<file path="config.mk">
export PLATFORM = sky130hd
export DESIGN_NAME = pfcsf_regs
export DESIGN_NICKNAME = d
export VERILOG_FILES = /design/src/pfcsf_pkg.sv /design/src/pfcsf_hyst.sv /design/src/pfcsf_regs.sv
export SDC_FILE = /design/constraint.sdc
export NUM_CORES = 1
export LEC_CHECK = 0
export BUFFER_PORTS_ARGS = -buffer_cell sky130_fd_sc_hd__buf_2
export CORE_ASPECT_RATIO = 1.5
export CORE_MARGIN = 2
export CORE_UTILIZATION = 40
export CTS_BUF_LIST = sky130_fd_sc_hd__clkbuf_8
export CTS_CLUSTER_SIZE = 14
export DETAILED_ROUTE_END_ITERATION = 8
export PLACE_DENSITY = 0.7
export SKIP_LAST_GASP = 1
export SYNTH_ARGS = -nofsm -noshare
export SYNTH_HDL_FRONTEND = slang
export SYNTH_SLANG_ARGS = --single-unit
</file>
<file path="constraint.sdc">
create_clock -name mclk_i -period 14.5 [get_ports mclk_i]
set_input_delay 2.175 -clock mclk_i [delete_from_list [all_inputs] [get_ports mclk_i]]
set_output_delay 2.175 -clock mclk_i [all_outputs]
set_load 0.05 [all_outputs]
</file>
<file path="src/pfcsf_pkg.sv">
/*
 * Constants for the setpoint and feature register bank of the PFC controller:
 * register offsets, field widths and positions, reset values and timing counts.
 * Assumes a single 50 MHz controller clock.
 */
package pfcsf_pkg;

    // ********************************************************************
    // Register offsets
    // ********************************************************************
    localparam logic [15:0] ADDR_VOUT_LL_LIGHT = 16'hFE46;
    localparam logic [15:0] ADDR_VOUT_LL_HEAVY = 16'hFE47;
    localparam logic [15:0] ADDR_VOUT_HL_LIGHT = 16'hFE48;
    localparam logic [15:0] ADDR_VOUT_HL_HEAVY = 16'hFE49;
    localparam logic [15:0] ADDR_VOUT_UPPER = 16'hFE4A;
    localparam logic [15:0] ADDR_SHL_THRESH = 16'hFE4B;
    localparam logic [15:0] ADDR_SYNC_DELAY = 16'hFE4C;
    localparam logic [15:0] ADDR_SHL_HYS = 16'hFE4D;
    localparam logic [15:0] ADDR_POWER_MODE_HYSTERESIS = 16'hFE4E;
    localparam logic [15:0] ADDR_FEATURES = 16'hFE4F;
    localparam logic [15:0] ADDR_OV_HYS = 16'hFE50;

    // ********************************************************************
    // Field widths
    // ********************************************************************
    localparam int SETPOINT_W = 11;
    localparam int POWER_W = 13;
    localparam int HYS_W = 8;
    localparam int SYNC_W = 16;
    localparam int FEAT_W = 8;
    localparam int REG_W = 16;

    // ********************************************************************
    // Feature enable bit positions
    // ********************************************************************
    localparam int FEAT_FEEDFWD = 6;
    localparam int FEAT_LL_FILTER = 5;
    localparam int FEAT_PHASE_SHED = 4;
    localparam int FEAT_SMART_FSW = 3;
    localparam int FEAT_SMART_VOUT = 2;
    localparam int FEAT_PWM_SYNC = 1;
    localparam int FEAT_DITHER = 0;
    localparam logic [7:0] FEAT_WR_MASK = 8'h7F;

    // ********************************************************************
    // Reset values
    // ********************************************************************
    localparam logic [10:0] RST_SETPOINT = 11'h000;
    localparam logic [15:0] RST_SYNC_DELAY = 16'h0000;
    localparam logic [7:0] RST_HYS = 8'h00;
    localparam logic [7:0] RST_FEATURES = 8'h00;

    // ********************************************************************
    // Overvoltage fault action codes
    // ********************************************************************
    localparam logic [1:0] OV_ACTION_IGNORE = 2'h0;
    localparam logic [1:0] OV_ACTION_DISABLE = 2'h2;

    // ********************************************************************
    // Timing
    // ********************************************************************
    localparam int CLK_PERIOD_NS = 20;
    localparam int SYNC_LSB_NS = 40;
    localparam int SYNC_CYC_PER_LSB = (SYNC_LSB_NS + CLK_PERIOD_NS - 1) / CLK_PERIOD_NS;
    localparam int SYNC_CNT_W = 18;

    // ********************************************************************
    // Register index after address decode
    // ********************************************************************
    typedef enum logic [3:0] {
        IDX_LL_LIGHT,
        IDX_LL_HEAVY,
        IDX_HL_LIGHT,
        IDX_HL_HEAVY,
        IDX_UPPER,
        IDX_SHL_THRESH,
        IDX_SYNC_DELAY,
        IDX_SHL_HYS,
        IDX_POWER_MODE_HYSTERESIS,
        IDX_FEATURES,
        IDX_OV_HYS,
        IDX_NONE
    } pfcsf_idx_t;

endpackage

</file>
<file path="src/pfcsf_hyst.sv">
/*
 * Hysteresis comparator: returns the next value of a held condition.
 * Assumes all inputs come from logic on the same clock; holds no state.
 */
`timescale 1ns/10ps
`default_nettype none

module pfcsf_hyst #(
    parameter int W = 13
) (
    input wire logic state_i,
    input wire logic [W-1:0] value_i,
    input wire logic [W:0] set_above_i,
    input wire logic [W:0] clr_below_i,
    output logic next_o
);

    logic [W:0] val_ext;

    assign val_ext = {1'b0, value_i};

    // Set checked first; a level in the band keeps the old state
    always_comb begin
        if (val_ext > set_above_i) begin
            next_o = 1'b1;
        end else if (val_ext < clr_below_i) begin
            next_o = 1'b0;
        end else begin
            next_o = state_i;
        end
    end

endmodule

`default_nettype wire

</file>
<file path="src/pfcsf_regs.sv">
/*
 * Setpoint and feature register bank of the PFC controller: eleven registers
 * on the management register port, output voltage setpoint selection by power
 * mode and line class, super high line override, overvoltage re-enable and the
 * delayed PWM start after the external sync reference.
 * Assumes power, line class, voltage and fault inputs come from logic on
 * mclk_i; only sync_ref_i is asynchronous.
 */
`timescale 1ns/10ps
`default_nettype none

module pfcsf_regs (
    input wire logic mclk_i,
    input wire logic rst_i,
    input wire logic [15:0] reg_addr_i,
    input wire logic reg_wr_i,
    input wire logic [15:0] reg_wdata_i,
    input wire logic reg_rd_i,
    output logic [15:0] reg_rdata_o,
    output logic reg_rd_valid_o,
    input wire logic [12:0] input_power_i,
    input wire logic [12:0] low_power_threshold_i,
    input wire logic [12:0] high_power_threshold_i,
    input wire logic high_line_i,
    input wire logic [10:0] ac_input_voltage_i,
    input wire logic [10:0] vout_command_i,
    input wire logic [10:0] vout_sense_i,
    input wire logic [10:0] overvoltage_fault_limit_i,
    input wire logic [1:0] overvoltage_fault_action_i,
    input wire logic ov_fault_i,
    input wire logic sync_ref_i,
    output logic [10:0] vout_target_o,
    output logic low_power_mode_o,
    output logic super_high_line_o,
    output logic ov_shutdown_o,
    output logic pwm_sync_start_o,
    output logic feedforward_en_o,
    output logic light_load_filter_en_o,
    output logic phase_shed_en_o,
    output logic smart_fsw_en_o,
    output logic smart_vout_en_o,
    output logic pwm_sync_en_o,
    output logic dither_en_o
);

    // ********************************************************************
    // State
    // ********************************************************************
    typedef struct packed {
        logic [10:0] lowline_lightload_setpoint;
        logic [10:0] lowline_heavyload_setpoint;
        logic [10:0] highline_lightload_setpoint;
        logic [10:0] highline_heavyload_setpoint;
        logic [10:0] upper_limit_setpoint;
        logic [10:0] shl_threshold;
        logic [15:0] sync_delay;
        logic [7:0] shl_hys;
        logic [7:0] power_mode_hysteresis;
        logic [7:0] features;
        logic [7:0] ov_hys;
        logic sync_s1;
        logic sync_s2;
        logic sync_s3;
        logic sync_lvl;
        logic sync_armed;
        logic [pfcsf_pkg::SYNC_CNT_W-1:0] sync_cnt;
        logic sync_pulse;
        logic low_power;
        logic shl_active;
        logic ov_shutdown;
        logic [10:0] vout_target;
        logic [15:0] rdata;
        logic rd_valid;
    } pfcsf_state_t;

    pfcsf_state_t st_r;
    pfcsf_state_t st_nxt;

    // ********************************************************************
    // Helpers
    // ********************************************************************
    function automatic pfcsf_pkg::pfcsf_idx_t pfcsf_decode(input logic [15:0] addr);
        pfcsf_pkg::pfcsf_idx_t idx;
        unique case (addr)
            pfcsf_pkg::ADDR_VOUT_LL_LIGHT: idx = pfcsf_pkg::IDX_LL_LIGHT;
            pfcsf_pkg::ADDR_VOUT_LL_HEAVY: idx = pfcsf_pkg::IDX_LL_HEAVY;
            pfcsf_pkg::ADDR_VOUT_HL_LIGHT: idx = pfcsf_pkg::IDX_HL_LIGHT;
            pfcsf_pkg::ADDR_VOUT_HL_HEAVY: idx = pfcsf_pkg::IDX_HL_HEAVY;
            pfcsf_pkg::ADDR_VOUT_UPPER: idx = pfcsf_pkg::IDX_UPPER;
            pfcsf_pkg::ADDR_SHL_THRESH: idx = pfcsf_pkg::IDX_SHL_THRESH;
            pfcsf_pkg::ADDR_SYNC_DELAY: idx = pfcsf_pkg::IDX_SYNC_DELAY;
            pfcsf_pkg::ADDR_SHL_HYS: idx = pfcsf_pkg::IDX_SHL_HYS;
            pfcsf_pkg::ADDR_POWER_MODE_HYSTERESIS: idx = pfcsf_pkg::IDX_POWER_MODE_HYSTERESIS;
            pfcsf_pkg::ADDR_FEATURES: idx = pfcsf_pkg::IDX_FEATURES;
            pfcsf_pkg::ADDR_OV_HYS: idx = pfcsf_pkg::IDX_OV_HYS;
            default: idx = pfcsf_pkg::IDX_NONE;
        endcase
        return idx;
    endfunction

    // Limit minus hysteresis, floored at zero so a large hysteresis cannot wrap
    function automatic logic [11:0] pfcsf_sat_sub(input logic [10:0] lim,
                                                  input logic [7:0] hys);
        logic [11:0] diff;
        diff = {1'b0, lim} - {4'h0, hys};
        if (diff[11]) begin
            diff = 12'h000;
        end
        return diff;
    endfunction

    // ********************************************************************
    // Thresholds and hysteresis comparators
    // ********************************************************************
    localparam int SYNC_CNT_W = pfcsf_pkg::SYNC_CNT_W;
    pfcsf_pkg::pfcsf_idx_t reg_idx;
    logic [13:0] low_exit_level;
    logic [13:0] high_enter_level;
    logic high_power_nxt;
    logic [11:0] shl_release_level;
    logic shl_nxt;
    logic [7:0] ov_hys_eff;
    logic [11:0] ov_release_level;
    logic ov_below_release;
    logic sync_edge;
    logic [pfcsf_pkg::SYNC_CNT_W-1:0] sync_load;
    logic [10:0] power_setpoint;

    assign reg_idx = pfcsf_decode(reg_addr_i);

    // Either exit condition leaves low power; the lower one wins
    assign low_exit_level = {1'b0, low_power_threshold_i} + {6'h00, st_r.power_mode_hysteresis};
    assign high_enter_level = ({1'b0, high_power_threshold_i} < low_exit_level)
        ? {1'b0, high_power_threshold_i} : low_exit_level;

    pfcsf_hyst #(.W(13)) u_power_mode (
        .state_i(~st_r.low_power),
        .value_i(input_power_i),
        .set_above_i(high_enter_level),
        .clr_below_i({1'b0, low_power_threshold_i}),
        .next_o(high_power_nxt)
    );

    assign shl_release_level = pfcsf_sat_sub(st_r.shl_threshold, st_r.shl_hys);

    pfcsf_hyst #(.W(11)) u_super_high_line (
        .state_i(st_r.shl_active),
        .value_i(ac_input_voltage_i),
        .set_above_i({1'b0, st_r.shl_threshold}),
        .clr_below_i(shl_release_level),
        .next_o(shl_nxt)
    );

    // Other fault actions leave the limit itself as release level
    assign ov_hys_eff = (overvoltage_fault_action_i == pfcsf_pkg::OV_ACTION_DISABLE)
        ? st_r.ov_hys : pfcsf_pkg::RST_HYS;

    assign ov_release_level = pfcsf_sat_sub(overvoltage_fault_limit_i, ov_hys_eff);
    assign ov_below_release = {1'b0, vout_sense_i} < ov_release_level;

    // Only the filtered level is edge-detected, never the first stage
    assign sync_edge = st_r.sync_s2 & st_r.sync_s3 & ~st_r.sync_lvl;
    assign sync_load = SYNC_CNT_W'(st_r.sync_delay) * SYNC_CNT_W'(pfcsf_pkg::SYNC_CYC_PER_LSB);

    always_comb begin
        if (~st_r.low_power) begin
            power_setpoint = high_line_i ? st_r.highline_heavyload_setpoint
                                         : st_r.lowline_heavyload_setpoint;
        end else begin
            power_setpoint = high_line_i ? st_r.highline_lightload_setpoint
                                         : st_r.lowline_lightload_setpoint;
        end
    end

    // ********************************************************************
    // Next state
    // ********************************************************************
    always_comb begin
        st_nxt = st_r;

        // Register writes; reserved bits are dropped
        if (reg_wr_i) begin
            unique case (reg_idx)
                pfcsf_pkg::IDX_LL_LIGHT: begin
                    st_nxt.lowline_lightload_setpoint = reg_wdata_i[10:0];
                end
                pfcsf_pkg::IDX_LL_HEAVY: begin
                    st_nxt.lowline_heavyload_setpoint = reg_wdata_i[10:0];
                end
                pfcsf_pkg::IDX_HL_LIGHT: begin
                    st_nxt.highline_lightload_setpoint = reg_wdata_i[10:0];
                end
                pfcsf_pkg::IDX_HL_HEAVY: begin
                    st_nxt.highline_heavyload_setpoint = reg_wdata_i[10:0];
                end
                pfcsf_pkg::IDX_UPPER: begin
                    st_nxt.upper_limit_setpoint = reg_wdata_i[10:0];
                end
                pfcsf_pkg::IDX_SHL_THRESH: st_nxt.shl_threshold = reg_wdata_i[10:0];
                pfcsf_pkg::IDX_SYNC_DELAY: st_nxt.sync_delay = reg_wdata_i;
                pfcsf_pkg::IDX_SHL_HYS: st_nxt.shl_hys = reg_wdata_i[7:0];
                pfcsf_pkg::IDX_POWER_MODE_HYSTERESIS: st_nxt.power_mode_hysteresis = reg_wdata_i[7:0];
                pfcsf_pkg::IDX_FEATURES: begin
                    st_nxt.features = reg_wdata_i[7:0] & pfcsf_pkg::FEAT_WR_MASK;
                end
                pfcsf_pkg::IDX_OV_HYS: st_nxt.ov_hys = reg_wdata_i[7:0];
                pfcsf_pkg::IDX_NONE: begin
                end
            endcase
        end

        // Register reads; unmapped offsets answer zero
        st_nxt.rd_valid = reg_rd_i;
        if (reg_rd_i) begin
            unique case (reg_idx)
                pfcsf_pkg::IDX_LL_LIGHT: st_nxt.rdata = {5'h00, st_r.lowline_lightload_setpoint};
                pfcsf_pkg::IDX_LL_HEAVY: st_nxt.rdata = {5'h00, st_r.lowline_heavyload_setpoint};
                pfcsf_pkg::IDX_HL_LIGHT: st_nxt.rdata = {5'h00, st_r.highline_lightload_setpoint};
                pfcsf_pkg::IDX_HL_HEAVY: st_nxt.rdata = {5'h00, st_r.highline_heavyload_setpoint};
                pfcsf_pkg::IDX_UPPER: st_nxt.rdata = {5'h00, st_r.upper_limit_setpoint};
                pfcsf_pkg::IDX_SHL_THRESH: st_nxt.rdata = {5'h00, st_r.shl_threshold};
                pfcsf_pkg::IDX_SYNC_DELAY: st_nxt.rdata = st_r.sync_delay;
                pfcsf_pkg::IDX_SHL_HYS: st_nxt.rdata = {8'h00, st_r.shl_hys};
                pfcsf_pkg::IDX_POWER_MODE_HYSTERESIS: st_nxt.rdata = {8'h00, st_r.power_mode_hysteresis};
                pfcsf_pkg::IDX_FEATURES: st_nxt.rdata = {8'h00, st_r.features};
                pfcsf_pkg::IDX_OV_HYS: st_nxt.rdata = {8'h00, st_r.ov_hys};
                pfcsf_pkg::IDX_NONE: st_nxt.rdata = 16'h0000;
            endcase
        end

        // Power mode and override only track while smart output voltage is on
        if (st_r.features[pfcsf_pkg::FEAT_SMART_VOUT]) begin
            st_nxt.low_power = ~high_power_nxt;
            st_nxt.shl_active = shl_nxt;
            if (st_r.shl_active && !shl_nxt) begin
                st_nxt.low_power = 1'b0;
            end
        end else begin
            st_nxt.low_power = 1'b0;
            st_nxt.shl_active = 1'b0;
        end

        // Setpoint selection
        if (!st_r.features[pfcsf_pkg::FEAT_SMART_VOUT]) begin
            st_nxt.vout_target = vout_command_i;
        end else if (st_r.shl_active) begin
            st_nxt.vout_target = st_r.upper_limit_setpoint;
        end else begin
            st_nxt.vout_target = power_setpoint;
        end

        // Overvoltage shutdown; a new fault wins over the release
        if (ov_fault_i && overvoltage_fault_action_i != pfcsf_pkg::OV_ACTION_IGNORE) begin
            st_nxt.ov_shutdown = 1'b1;
        end else if (st_r.ov_shutdown && ov_below_release) begin
            st_nxt.ov_shutdown = 1'b0;
        end

        // Sync input filter: a change counts once stages two and three agree
        st_nxt.sync_s1 = sync_ref_i;
        st_nxt.sync_s2 = st_r.sync_s1;
        st_nxt.sync_s3 = st_r.sync_s2;
        if (st_r.sync_s2 == st_r.sync_s3) begin
            st_nxt.sync_lvl = st_r.sync_s3;
        end

        // Delay counter; an edge during a count restarts it
        st_nxt.sync_pulse = 1'b0;
        if (!st_r.features[pfcsf_pkg::FEAT_PWM_SYNC]) begin
            st_nxt.sync_armed = 1'b0;
            st_nxt.sync_cnt = '0;
        end else if (sync_edge) begin
            st_nxt.sync_armed = 1'b1;
            st_nxt.sync_cnt = sync_load;
        end else if (st_r.sync_armed) begin
            if (st_r.sync_cnt == '0) begin
                st_nxt.sync_pulse = 1'b1;
                st_nxt.sync_armed = 1'b0;
            end else begin
                st_nxt.sync_cnt = st_r.sync_cnt - SYNC_CNT_W'(1);
            end
        end
    end

    // ********************************************************************
    // Registers
    // ********************************************************************
    always_ff @(posedge mclk_i or posedge rst_i) begin
        if (rst_i) begin
            st_r <= '{
                lowline_lightload_setpoint: pfcsf_pkg::RST_SETPOINT,
                lowline_heavyload_setpoint: pfcsf_pkg::RST_SETPOINT,
                highline_lightload_setpoint: pfcsf_pkg::RST_SETPOINT,
                highline_heavyload_setpoint: pfcsf_pkg::RST_SETPOINT,
                upper_limit_setpoint: pfcsf_pkg::RST_SETPOINT,
                shl_threshold: pfcsf_pkg::RST_SETPOINT,
                sync_delay: pfcsf_pkg::RST_SYNC_DELAY,
                shl_hys: pfcsf_pkg::RST_HYS,
                power_mode_hysteresis: pfcsf_pkg::RST_HYS,
                features: pfcsf_pkg::RST_FEATURES,
                ov_hys: pfcsf_pkg::RST_HYS,
                default: '0
            };
        end else begin
            st_r <= st_nxt;
        end
    end

    // ********************************************************************
    // Outputs
    // ********************************************************************
    assign reg_rdata_o = st_r.rdata;
    assign reg_rd_valid_o = st_r.rd_valid;
    assign vout_target_o = st_r.vout_target;
    assign low_power_mode_o = st_r.low_power;
    assign super_high_line_o = st_r.shl_active;
    assign ov_shutdown_o = st_r.ov_shutdown;
    assign pwm_sync_start_o = st_r.sync_pulse;
    assign feedforward_en_o = st_r.features[pfcsf_pkg::FEAT_FEEDFWD];
    assign light_load_filter_en_o = st_r.features[pfcsf_pkg::FEAT_LL_FILTER];
    assign phase_shed_en_o = st_r.features[pfcsf_pkg::FEAT_PHASE_SHED];
    assign smart_fsw_en_o = st_r.features[pfcsf_pkg::FEAT_SMART_FSW];
    assign smart_vout_en_o = st_r.features[pfcsf_pkg::FEAT_SMART_VOUT];
    assign pwm_sync_en_o = st_r.features[pfcsf_pkg::FEAT_PWM_SYNC];
    assign dither_en_o = st_r.features[pfcsf_pkg::FEAT_DITHER];

endmodule

`default_nettype wire

</file>
==> results of run 1 <==
area by class of cell:
cell class	count	area (um2)
sequential	168	4200
fill	2641	15200
tap	346	433
timing repair buffer	170	871
multi-input combinational	807	6440
clock inverter	14	183
inverter	66	253
clock buffer	18	248
power breakdown:
part | switching, mW | internal (mW) | leakage, nW
logic | 0.0906 | 0.0531 | 3.63
registers | 0.00211 | 0.473 | 2.23
clock network | 0.176 | 0.191 | 0.223
worst paths after layout:
kind | end | cells past startpoint | slack (ns)
worst max register to register | low_power_mode_o | 21 | 8.27
max in group asynchronous | smart_fsw_en_o | 3 | 11.06
worst min-delay path | st_nxt[52] | 0 | 0.35
min in group asynchronous | vout_target_o[10] | 2 | 1.84
worst min register to register | st_nxt[52] | 0 | 0.35
worst max-delay path | low_power_mode_o | 22 | 6.93
per-stage QoR:
step / util, % / area [um2] / setup WS, ns
3_3_place_gp: 43.8 / 12200 / 6.80
5_1_grt: 45.3 / 12600 / 6.52
3_5_place_dp: 43.8 / 12200 / 6.49
4_1_cts: 45.3 / 12600 / 6.97
2_1_floorplan: - / 11300 / 7.46
6_report: 45.3 / 12600 / 6.93
logic make-up after synthesis:
family,share of synthesized area [%]
adder cells (fa/ha/maj),10.9
multiplexers,18.4
AO/OA/AOI/OAI,12.7
AND/OR/NAND/NOR,12.4
flip-flops,37.2
buffers and inverters,5.83
XOR/XNOR,2.56
layout by cell type (no fill, tap or decap), types with 4 or more instances in the layout:
master,instances
a21o_1,19
or3_1,4
nor3_1,21
bufinv_16,4
nor2b_1,13
nand4_1,16
xor2_1,12
buf_4,8
or4_1,4
nor4_1,11
a31oi_1,16
o21a_1,8
clkbuf_8,18
mux4_2,21
a211oi_1,6
or2_2,4
mux2_2,123
nand2b_1,9
nor3b_1,4
a41oi_1,4
o21ai_0,65
o211ai_1,4
mux2i_1,22
o31ai_1,5
o22ai_1,6
a22oi_1,4
a21oi_1,59
and3_1,8
nor2_1,59
nand3_1,30
buf_2,162
nand2_1,81
xnor2_1,21
ha_1,94
and2_1,5
a222oi_1,5
dfrtp_1,168
inv_1,67
state kept, by name (all words and copies together) (netlist names), 2 cells and up:
register       flops
st_nxt             2
vout_target_o     11
st_r             127
reg_rdata_o       16
routing by layer:
metal	track usage (%)	vias to the layer above	share of wire (%)
met5	0	-	0.035
met4	10.1	2	4.7
met3	3.13	73	4.9
met2	38.2	278	52
met1	25.2	4491	38
li1	-	4285	-
==> results.sh, run 1 <==
export IMPL_status="complete, no violations"
export IMPL_crit_path_cell_trace="buf_2 > ha_1 > fa_1 > a211oi_1 > o21ai_0 > a211oi_1 > or2_2 > xnor2_1 > ha_1 > o211ai_1 > a21oi_1 > a221o_1 > a31oi_1 > a41oi_1 > mux2_2 > ha_1 > a211oi_1 > nor2_1 > a2111oi_0 > o21ai_0 > a2bb2oi_1 > a2111oi_0"
export IMPL_synth_cell_type_count=67
export IMPL_maxCapViolations=0
export IMPL_ys_seq_area_share_pct=37.2
export IMPL_die_area_um2=29600
export IMPL_synth_area_per_cell_um2=10.1
export IMPL_clk_pin_slew_ns=0.09
export IMPL_cts_inserted_buffers=17
export IMPL_yosys_top_cells_count="dfrtp_1, mux2_2, ha_1"
export IMPL_synth_edf_count=0
export IMPL_core_um2=27900
export IMPL_p_leak_nw=6.08
export IMPL_setup_violations=0
export IMPL_insertion_delay_ns=0.47
export IMPL_fin_hold_ws_ns=0.353
export IMPL_synth_seq_cells=168
export IMPL_htree_levels=4
export IMPL_routedWlPerCell_um=19.8
export IMPL_ctsHoldBuffers=0
export IMPL_synth_area_um2=11300
export IMPL_port_buffers=162
export IMPL_gp_congestion=0.932
export IMPL_setup_worst_path_start="low_power_threshold_i[0]"
export IMPL_crit_type="in2reg"
export IMPL_cts_tree="built"
export IMPL_drive_above_1_share_pct=28.5
export IMPL_slew_headroom_pct=8.50
export IMPL_fin_crit_sh_pct=52.2
export IMPL_place_inst=1557
export IMPL_grt_overflow=0
export IMPL_tns_ns=0
export IMPL_postCtsSetupRepairBufs=0
export IMPL_yosys_top_cells_area="dfrtp_1, mux2_2, ha_1, mux4_2, o21ai_0"
export IMPL_finalCriticalPeriod_ns=7.57
export IMPL_dr_pass1_iters=5
export IMPL_max_stage_delay_ns=1.04
export IMPL_hold_violations=0
export IMPL_clockRootBuffer="clkbuf_8"
export IMPL_crit_family="compound AO/OA/AOI/OAI gates"
export IMPL_synth_main_ff_cell="dfrtp_1"
export IMPL_netlist_instances=1121
export IMPL_antenna_found_initial=1
export IMPL_dr_first_iter_drc_count=592
export IMPL_worst_pin_slew_ns=1.35
export IMPL_synth_most_common_cell="dfrtp_1"
export IMPL_p_total_mw=0.985
export IMPL_drt_wl_total_mm=31.4
export IMPL_rows=75
export IMPL_die_h_um=210
export IMPL_grt_pass1_wl_mm=49.4
export IMPL_syn_nets=1342
export IMPL_ys_warn_count=0
export IMPL_synth_async_reset_ratio_pct=100
export IMPL_netlist_area_leader_share_pct=37.2
export IMPL_powerDensity_nw_per_um2=78.0
export IMPL_startpoint_type="input pin"
export IMPL_track_usage_pct=21.4
export IMPL_r2r_start="st_r[71]"
export IMPL_drc=0
export IMPL_avgViaCountPerCell=5.75
export IMPL_grt_max_degree=92
export IMPL_ios=163
export IMPL_finalClockSkew_ns=0.0126
export IMPL_grt_pass1_vias=9127
export IMPL_cts_resized=0
export IMPL_area_delta_synth_final_pct=11.7
export IMPL_die_x_um=141
export IMPL_peakVddDrop_uv=48.8
export IMPL_final_nets=1451
export IMPL_fmax_mhz=132
export IMPL_critPathRequiredTime_ns=14.84
export IMPL_cp_max_fo=12
export IMPL_clk_path_buf_depth=2
export IMPL_critical_path_slowest_cell="a41oi_1"
export IMPL_num_antenna_cells=0
export IMPL_hold_path_class="reg2reg"
export IMPL_clock_sinks=168
export IMPL_synth_largest_area_cell="dfrtp_1"
export IMPL_stdcell_count=1589
export IMPL_rsz0062_at_grt="no"
export IMPL_start_util_pct=40.6
export IMPL_min_from="st_nxt[53]"
export IMPL_ant_nets=0
export IMPL_end_kind="flip-flop"
export IMPL_drv_slew=0
export IMPL_path_buf_inv=1
export IMPL_via_count=9129
export IMPL_hpwl_mm=24.2
export IMPL_crit_arrival_ns=7.92
Power figures use the tool's default switching activity.
==> run 2: changes to the inputs <==
clock period = 7.5 ns   (was 14.5 ns; I/O delays follow)
==> run 2 against run 1 <==
Design area decreased by 0.18%; final cell count did not move; flip-flop and latch count unchanged; core utilization decreased by 0.081 points; sequential power up 93%; critical path type unchanged; critical endpoint unchanged; largest power group unchanged; highest routed layer unchanged.
==> results.sh, run 2 (synthesis results as in run 1) <==
export IMPL_status="complete, no violations"
export IMPL_die_h_um=210
export IMPL_worst_pin_slew_ns=1.25
export IMPL_core_um2=27900
export IMPL_cell_internal_pwr_mw=1.35
export IMPL_start_util_pct=40.6
export IMPL_die_area_um2=29600
export IMPL_mostFrequentLayoutCells="dfrtp_1, buf_2, mux2_2"
export IMPL_drive_above_1_share_pct=28.5
export IMPL_clkPwrFrac_pct=35.9
export IMPL_r2r_cells=21
export IMPL_grt_pass1_vias=9139
export IMPL_fmax_mhz=152
export IMPL_clock_sinks=168
export IMPL_crit_path_cell_trace="buf_2 > ha_1 > fa_1 > a211oi_1 > o21ai_0 > a211oi_1 > or2_2 > xnor2_1 > ha_1 > o211ai_1 > a21oi_1 > a221o_1 > a31oi_1 > a41oi_1 > mux2_2 > ha_1 > a211oi_1 > nor2_1 > a2111oi_0 > o21ai_0 > a2bb2oi_1 > a2111oi_0"
export IMPL_via_count=9106
export IMPL_htree_levels=4
export IMPL_powerDensity_nw_per_um2=148
export IMPL_hold_path_class="reg2reg"
export IMPL_critical_path_slowest_cell="a41oi_1"
export IMPL_largest_reg_flops=127
export IMPL_hold_violations=0
export IMPL_antenna_found_initial=1
export IMPL_p_leak_nw=6.07
export IMPL_peakVddDrop_uv=90.7
export IMPL_slew_headroom_pct=15.8
export IMPL_area_delta_synth_final_pct=11.5
export IMPL_p_sw_mw=0.516
export IMPL_final_nets=1451
export IMPL_port_buffers=162
export IMPL_grt_overflow=0
export IMPL_dr_first_iter_drc_count=553
export IMPL_cp_max_fo=12
export IMPL_insertion_delay_ns=0.47
export IMPL_drt_wl_total_mm=31.3
export IMPL_finalCriticalPeriod_ns=6.57
export IMPL_power_frac_comb_pct=14.9
export IMPL_worstReg2RegEnd="low_power_mode_o"
export IMPL_dr_pass1_iters=6
export IMPL_clk_path_buf_depth=2
export IMPL_r2r_start="st_r[71]"
export IMPL_grt_max_degree=92
export IMPL_finalClockSkew_ns=0.0102
export IMPL_crit_type="in2reg"
export IMPL_r2r_slack_ns=1.24
export IMPL_critPathRequiredTime_ns=7.83
export IMPL_sequentialPowerShare_pct=49.2
export IMPL_num_antenna_cells=0
export IMPL_rsz0062_at_grt="no"
export IMPL_grt_pass1_wl_mm=48.8
export IMPL_fin_crit_sh_pct=87.5
export IMPL_track_usage_pct=21.2
export IMPL_clockRootBuffer="clkbuf_8"
export IMPL_ant_nets=0
export IMPL_worstSetupEndpoint="low_power_mode_o"
export IMPL_avgViaCountPerCell=5.73
export IMPL_ios=163
export IMPL_drv_slew=0
export IMPL_fin_hold_ws_ns=0.351
export IMPL_routedWlPerCell_um=19.7
export IMPL_maxCapViolations=0
export IMPL_gp_congestion=0.931
export IMPL_top_register="st_r"
export IMPL_cts_tree="built"
export IMPL_swShare_pct=27.6
export IMPL_ctsHoldBuffers=0
export IMPL_cp_depth=22
export IMPL_setup_violations=0
export IMPL_postCtsSetupRepairBufs=0
export IMPL_cts_resized=0
export IMPL_hpwl_mm=24.1
export IMPL_clk_pin_slew_ns=0.09
export IMPL_path_buf_inv=1
export IMPL_cts_inserted_buffers=17
export IMPL_max_stage_delay_ns=0.96
export IMPL_crit_family="compound AO/OA/AOI/OAI gates"
export IMPL_tns_ns=0
export IMPL_end_kind="flip-flop"
export IMPL_crit_arrival_ns=6.89
export IMPL_layout_commonest_cell="dfrtp_1"
export IMPL_drc=0
export IMPL_setup_worst_path_start="low_power_threshold_i[0]"
export IMPL_startpoint_type="input pin"
export IMPL_rows=75
export IMPL_die_x_um=141
run 2: power groups by stage:
stage,Sequential [mW],Combinational (mW),Clock [mW]
3_3_place_gp,0.937,0.271,0
2_1_floorplan,0.941,0.184,0
3_5_place_dp,0.937,0.278,0
4_1_cts,0.919,0.279,0.683
6_report,0.919,0.278,0.671
5_1_grt,0.920,0.309,0.714
run 2: stage by stage:
step	setup slack (ns)	area [um2]	power, mW	std cells	utilization [%]
floorplan	1.51	11300	1.12	1121	-
global placement	0.843	12200	1.21	1557	43.8
detailed placement	0.610	12200	1.21	1557	43.8
CTS	1.08	12600	1.88	1589	45.2
global route	0.497	12600	1.94	1589	45.2
finish	0.935	12600	1.87	1589	45.2
run 2: metal layers:
layer / global-route usage (%) / share of wire [%]
met1: 24.3 / 39
met5: 0 / 0.022
met3: 3.29 / 4.7
met2: 38.0 / 52
met4: 10.8 / 4.7
run 2: final cells by class:
| class | count | area, um2 |
|---|---|---|
| sequential | 168 | 4200 |
| clock inverter | 14 | 160 |
| inverter | 66 | 253 |
| tap | 346 | 433 |
| multi-input combinational | 807 | 6440 |
| fill | 2639 | 15300 |
| timing repair buffer | 170 | 871 |
| clock buffer | 18 | 248 |
run 2: worst min path at each step:
stage	from	endpoint	cells after the start
6_report	st_nxt[53]	st_nxt[52]	0
5_1_grt	st_nxt[53]	st_nxt[52]	0
4_1_cts	st_nxt[53]	st_nxt[52]	0
3_5_place_dp	st_nxt[53]	st_nxt[52]	0
3_3_place_gp	st_nxt[53]	st_nxt[52]	0
2_1_floorplan	st_nxt[53]	st_nxt[52]	0
==> run 3: changes to the inputs <==
--- a/config.mk
+++ b/config.mk
@@ -11,3 +11,2 @@
 export CORE_UTILIZATION = 40
-export CTS_BUF_LIST = sky130_fd_sc_hd__clkbuf_8
 export CTS_CLUSTER_SIZE = 14
==> constraint.sdc (replaced) <==
create_clock -name mclk_i -period 7.5 [get_ports mclk_i]
set_input_delay 0 -clock mclk_i [delete_from_list [all_inputs] [get_ports mclk_i]]
set_output_delay 0 -clock mclk_i [all_outputs]
set_load 0.05 [all_outputs]
==> run 3 against run 2 <==
Count of clock-buffer cells in the layout up 2; clock power is 43% higher; sequential share of layout area shrank 1.4 points; final cell count rose by 2.0%; worst setup slack better by 0.54 ns; die area did not move; non-clock buffer count grew 31; clock skew barely moved; via count up 0.70%; combinational power increased by 4%; largest cell class unchanged; largest power group is now the clock network.
==> results.sh, run 3 (synthesis results as in run 1) <==
export IMPL_status="complete, no violations"
export IMPL_cts_resized=0
export IMPL_p_leak_nw=6.30
export IMPL_gp_congestion=0.909
export IMPL_layout_commonest_cell="dfrtp_1"
export IMPL_multi_input_area_um2=6440
export IMPL_cts_inserted_buffers=17
export IMPL_power_frac_comb_pct=13.3
export IMPL_r2r_cells=21
export IMPL_cell_internal_pwr_mw=1.61
export IMPL_port_buffers=162
export IMPL_clk_path_buf_depth=2
export IMPL_hold_path_class="in2reg"
export IMPL_track_usage_pct=22.0
export IMPL_hold_violations=0
export IMPL_worstReg2RegEnd="low_power_mode_o"
export IMPL_fin_crit_sh_pct=80.4
export IMPL_max_stage_delay_ns=0.99
export IMPL_p_sw_mw=0.559
export IMPL_grt_pass1_wl_mm=50.5
export IMPL_stdcell_count=1620
export IMPL_r2r_start="st_r[71]"
export IMPL_die_x_um=141
export IMPL_slew_headroom_pct=12.7
export IMPL_clockRootBuffer="clkbuf_16"
export IMPL_drive_above_1_share_pct=27.9
export IMPL_core_um2=27900
export IMPL_grt_max_degree=102
export IMPL_critPathRequiredTime_ns=7.81
export IMPL_dr_first_iter_drc_count=520
export IMPL_insertion_delay_ns=0.44
export IMPL_cp_max_fo=12
export IMPL_fmax_mhz=166
export IMPL_rows=75
export IMPL_finalClockSkew_ns=0.00981
export IMPL_hpwl_mm=24.5
export IMPL_drc=0
export IMPL_clk_pin_slew_ns=0.06
export IMPL_htree_levels=4
export IMPL_avgViaCountPerCell=5.66
export IMPL_grt_pass1_vias=9562
export IMPL_n_fill_cell=2571
export IMPL_start_util_pct=40.6
export IMPL_setup_violations=0
export IMPL_dr_pass1_iters=5
export IMPL_antenna_found_initial=1
export IMPL_grt_overflow=0
export IMPL_fin_hold_ws_ns=0.0260
export IMPL_finalCriticalPeriod_ns=6.03
export IMPL_worst_pin_slew_ns=1.29
export IMPL_maxCapViolations=0
export IMPL_clock_sinks=168
export IMPL_peakVddDrop_uv=96.0
export IMPL_drv_slew=0
export IMPL_drt_wl_total_mm=31.7
export IMPL_critical_path_slowest_cell="a41oi_1"
export IMPL_rsz0062_at_grt="no"
export IMPL_mostFrequentLayoutCells="dfrtp_1, buf_2, mux2_2"
export IMPL_num_antenna_cells=0
export IMPL_sequentialPowerShare_pct=42.4
export IMPL_r2r_slack_ns=1.47
export IMPL_regArea_um2=4200
export IMPL_startpoint_type="flip-flop"
export IMPL_routedWlPerCell_um=19.6
export IMPL_crit_arrival_ns=6.34
export IMPL_end_kind="flip-flop"
export IMPL_tns_ns=0
export IMPL_crit_type="reg2reg"
export IMPL_setup_worst_path_start="st_r[71]"
export IMPL_powerDensity_nw_per_um2=165
export IMPL_final_nets=1482
export IMPL_ant_nets=0
export IMPL_top_register="st_r"
export IMPL_crit_path_cell_trace="ha_1 > fa_1 > a211oi_1 > o21ai_0 > a211oi_1 > or2_2 > xnor2_1 > ha_1 > o211ai_1 > a21oi_1 > a221o_1 > a31oi_1 > a41oi_1 > mux2_2 > ha_1 > a211oi_1 > nor2_1 > a2111oi_0 > o21ai_0 > a2bb2oi_1 > a2111oi_0"
export IMPL_largest_reg_flops=127
export IMPL_area_delta_synth_final_pct=16.4
export IMPL_place_inst=1557
export IMPL_swShare_pct=25.8
export IMPL_worstSetupEndpoint="low_power_mode_o"
export IMPL_die_h_um=210
export IMPL_via_count=9170
export IMPL_ios=163
export IMPL_cts_tree="built"
export IMPL_die_area_um2=29600
export IMPL_clkPwrFrac_pct=44.3
[run 3: routing by layer]
metal | track usage (%) | up-vias | share of wire, %
met2 | 39.3 | 300 | 52
met5 | 0 | - | 0.035
met4 | 12.9 | 2 | 5.4
li1 | - | 4344 | -
met3 | 3.67 | 89 | 4.5
met1 | 24.4 | 4435 | 38
[run 3: power by group through the flow]
stage / sequential (mW) / clock [mW] / combinational, mW
2_1_floorplan: 0.941 / 0 / 0.184
5_1_grt: 0.921 / 1.01 / 0.322
3_5_place_dp: 0.937 / 0 / 0.276
3_3_place_gp: 0.937 / 0 / 0.270
4_1_cts: 0.920 / 0.972 / 0.290
6_report: 0.920 / 0.960 / 0.288
[run 3: how the worst min path moves through the flow]
stage / from / to / slack, ns / cells past startpoint
after floorplan: reg_rd_i / reg_rd_valid_o / 0.03 / 0
after global placement: sync_ref_i / st_nxt[53] / 0.12 / 1
after detailed placement: sync_ref_i / st_nxt[53] / 0.12 / 1
after CTS: reg_wdata_i[6] / st_r[109] / 0.006 / 3
after global routing: reg_wdata_i[6] / st_r[109] / 0.03 / 3
final: reg_wdata_i[6] / st_r[109] / 0.03 / 3
[run 3: repair_timing]
item | CTS | global route
hold endpoints to repair | 148 | 0
hold buffers | 31 | 0
buffers inserted | 0 | 0
[run 3: stage by stage]
step | total power [mW] | utilization, % | instance area, um2 | setup slack [ns]
floorplan | 1.12 | - | 11300 | 2.27
global placement | 1.21 | 43.8 | 12200 | 1.69
detailed placement | 1.21 | 43.8 | 12200 | 1.58
CTS | 2.18 | 47.2 | 13200 | 1.51
global route | 2.25 | 47.2 | 13200 | 0.977
finish | 2.17 | 47.2 | 13200 | 1.47
[run 3: worst max-delay path, delay by kind of cell (launching register included)]
family	cells	cell delay (ns)
compound gates	13	3.46
xor+xnor	1	0.07
fa+ha+maj	4	1.27
flops	1	0.41
mux	1	0.43
simple gates	2	0.26
[run 3: final cells by class]
cell class                      count  share of cell area [%]
Clock buffer                       20                    3.47
Inverter                           66                    1.92
Timing Repair Buffer              201                    8.98
Multi-Input combinational cell    807                    48.9
Tap cell                          346                    3.29
Sequential cell                   168                    32.0
Clock inverter                     12                    1.45
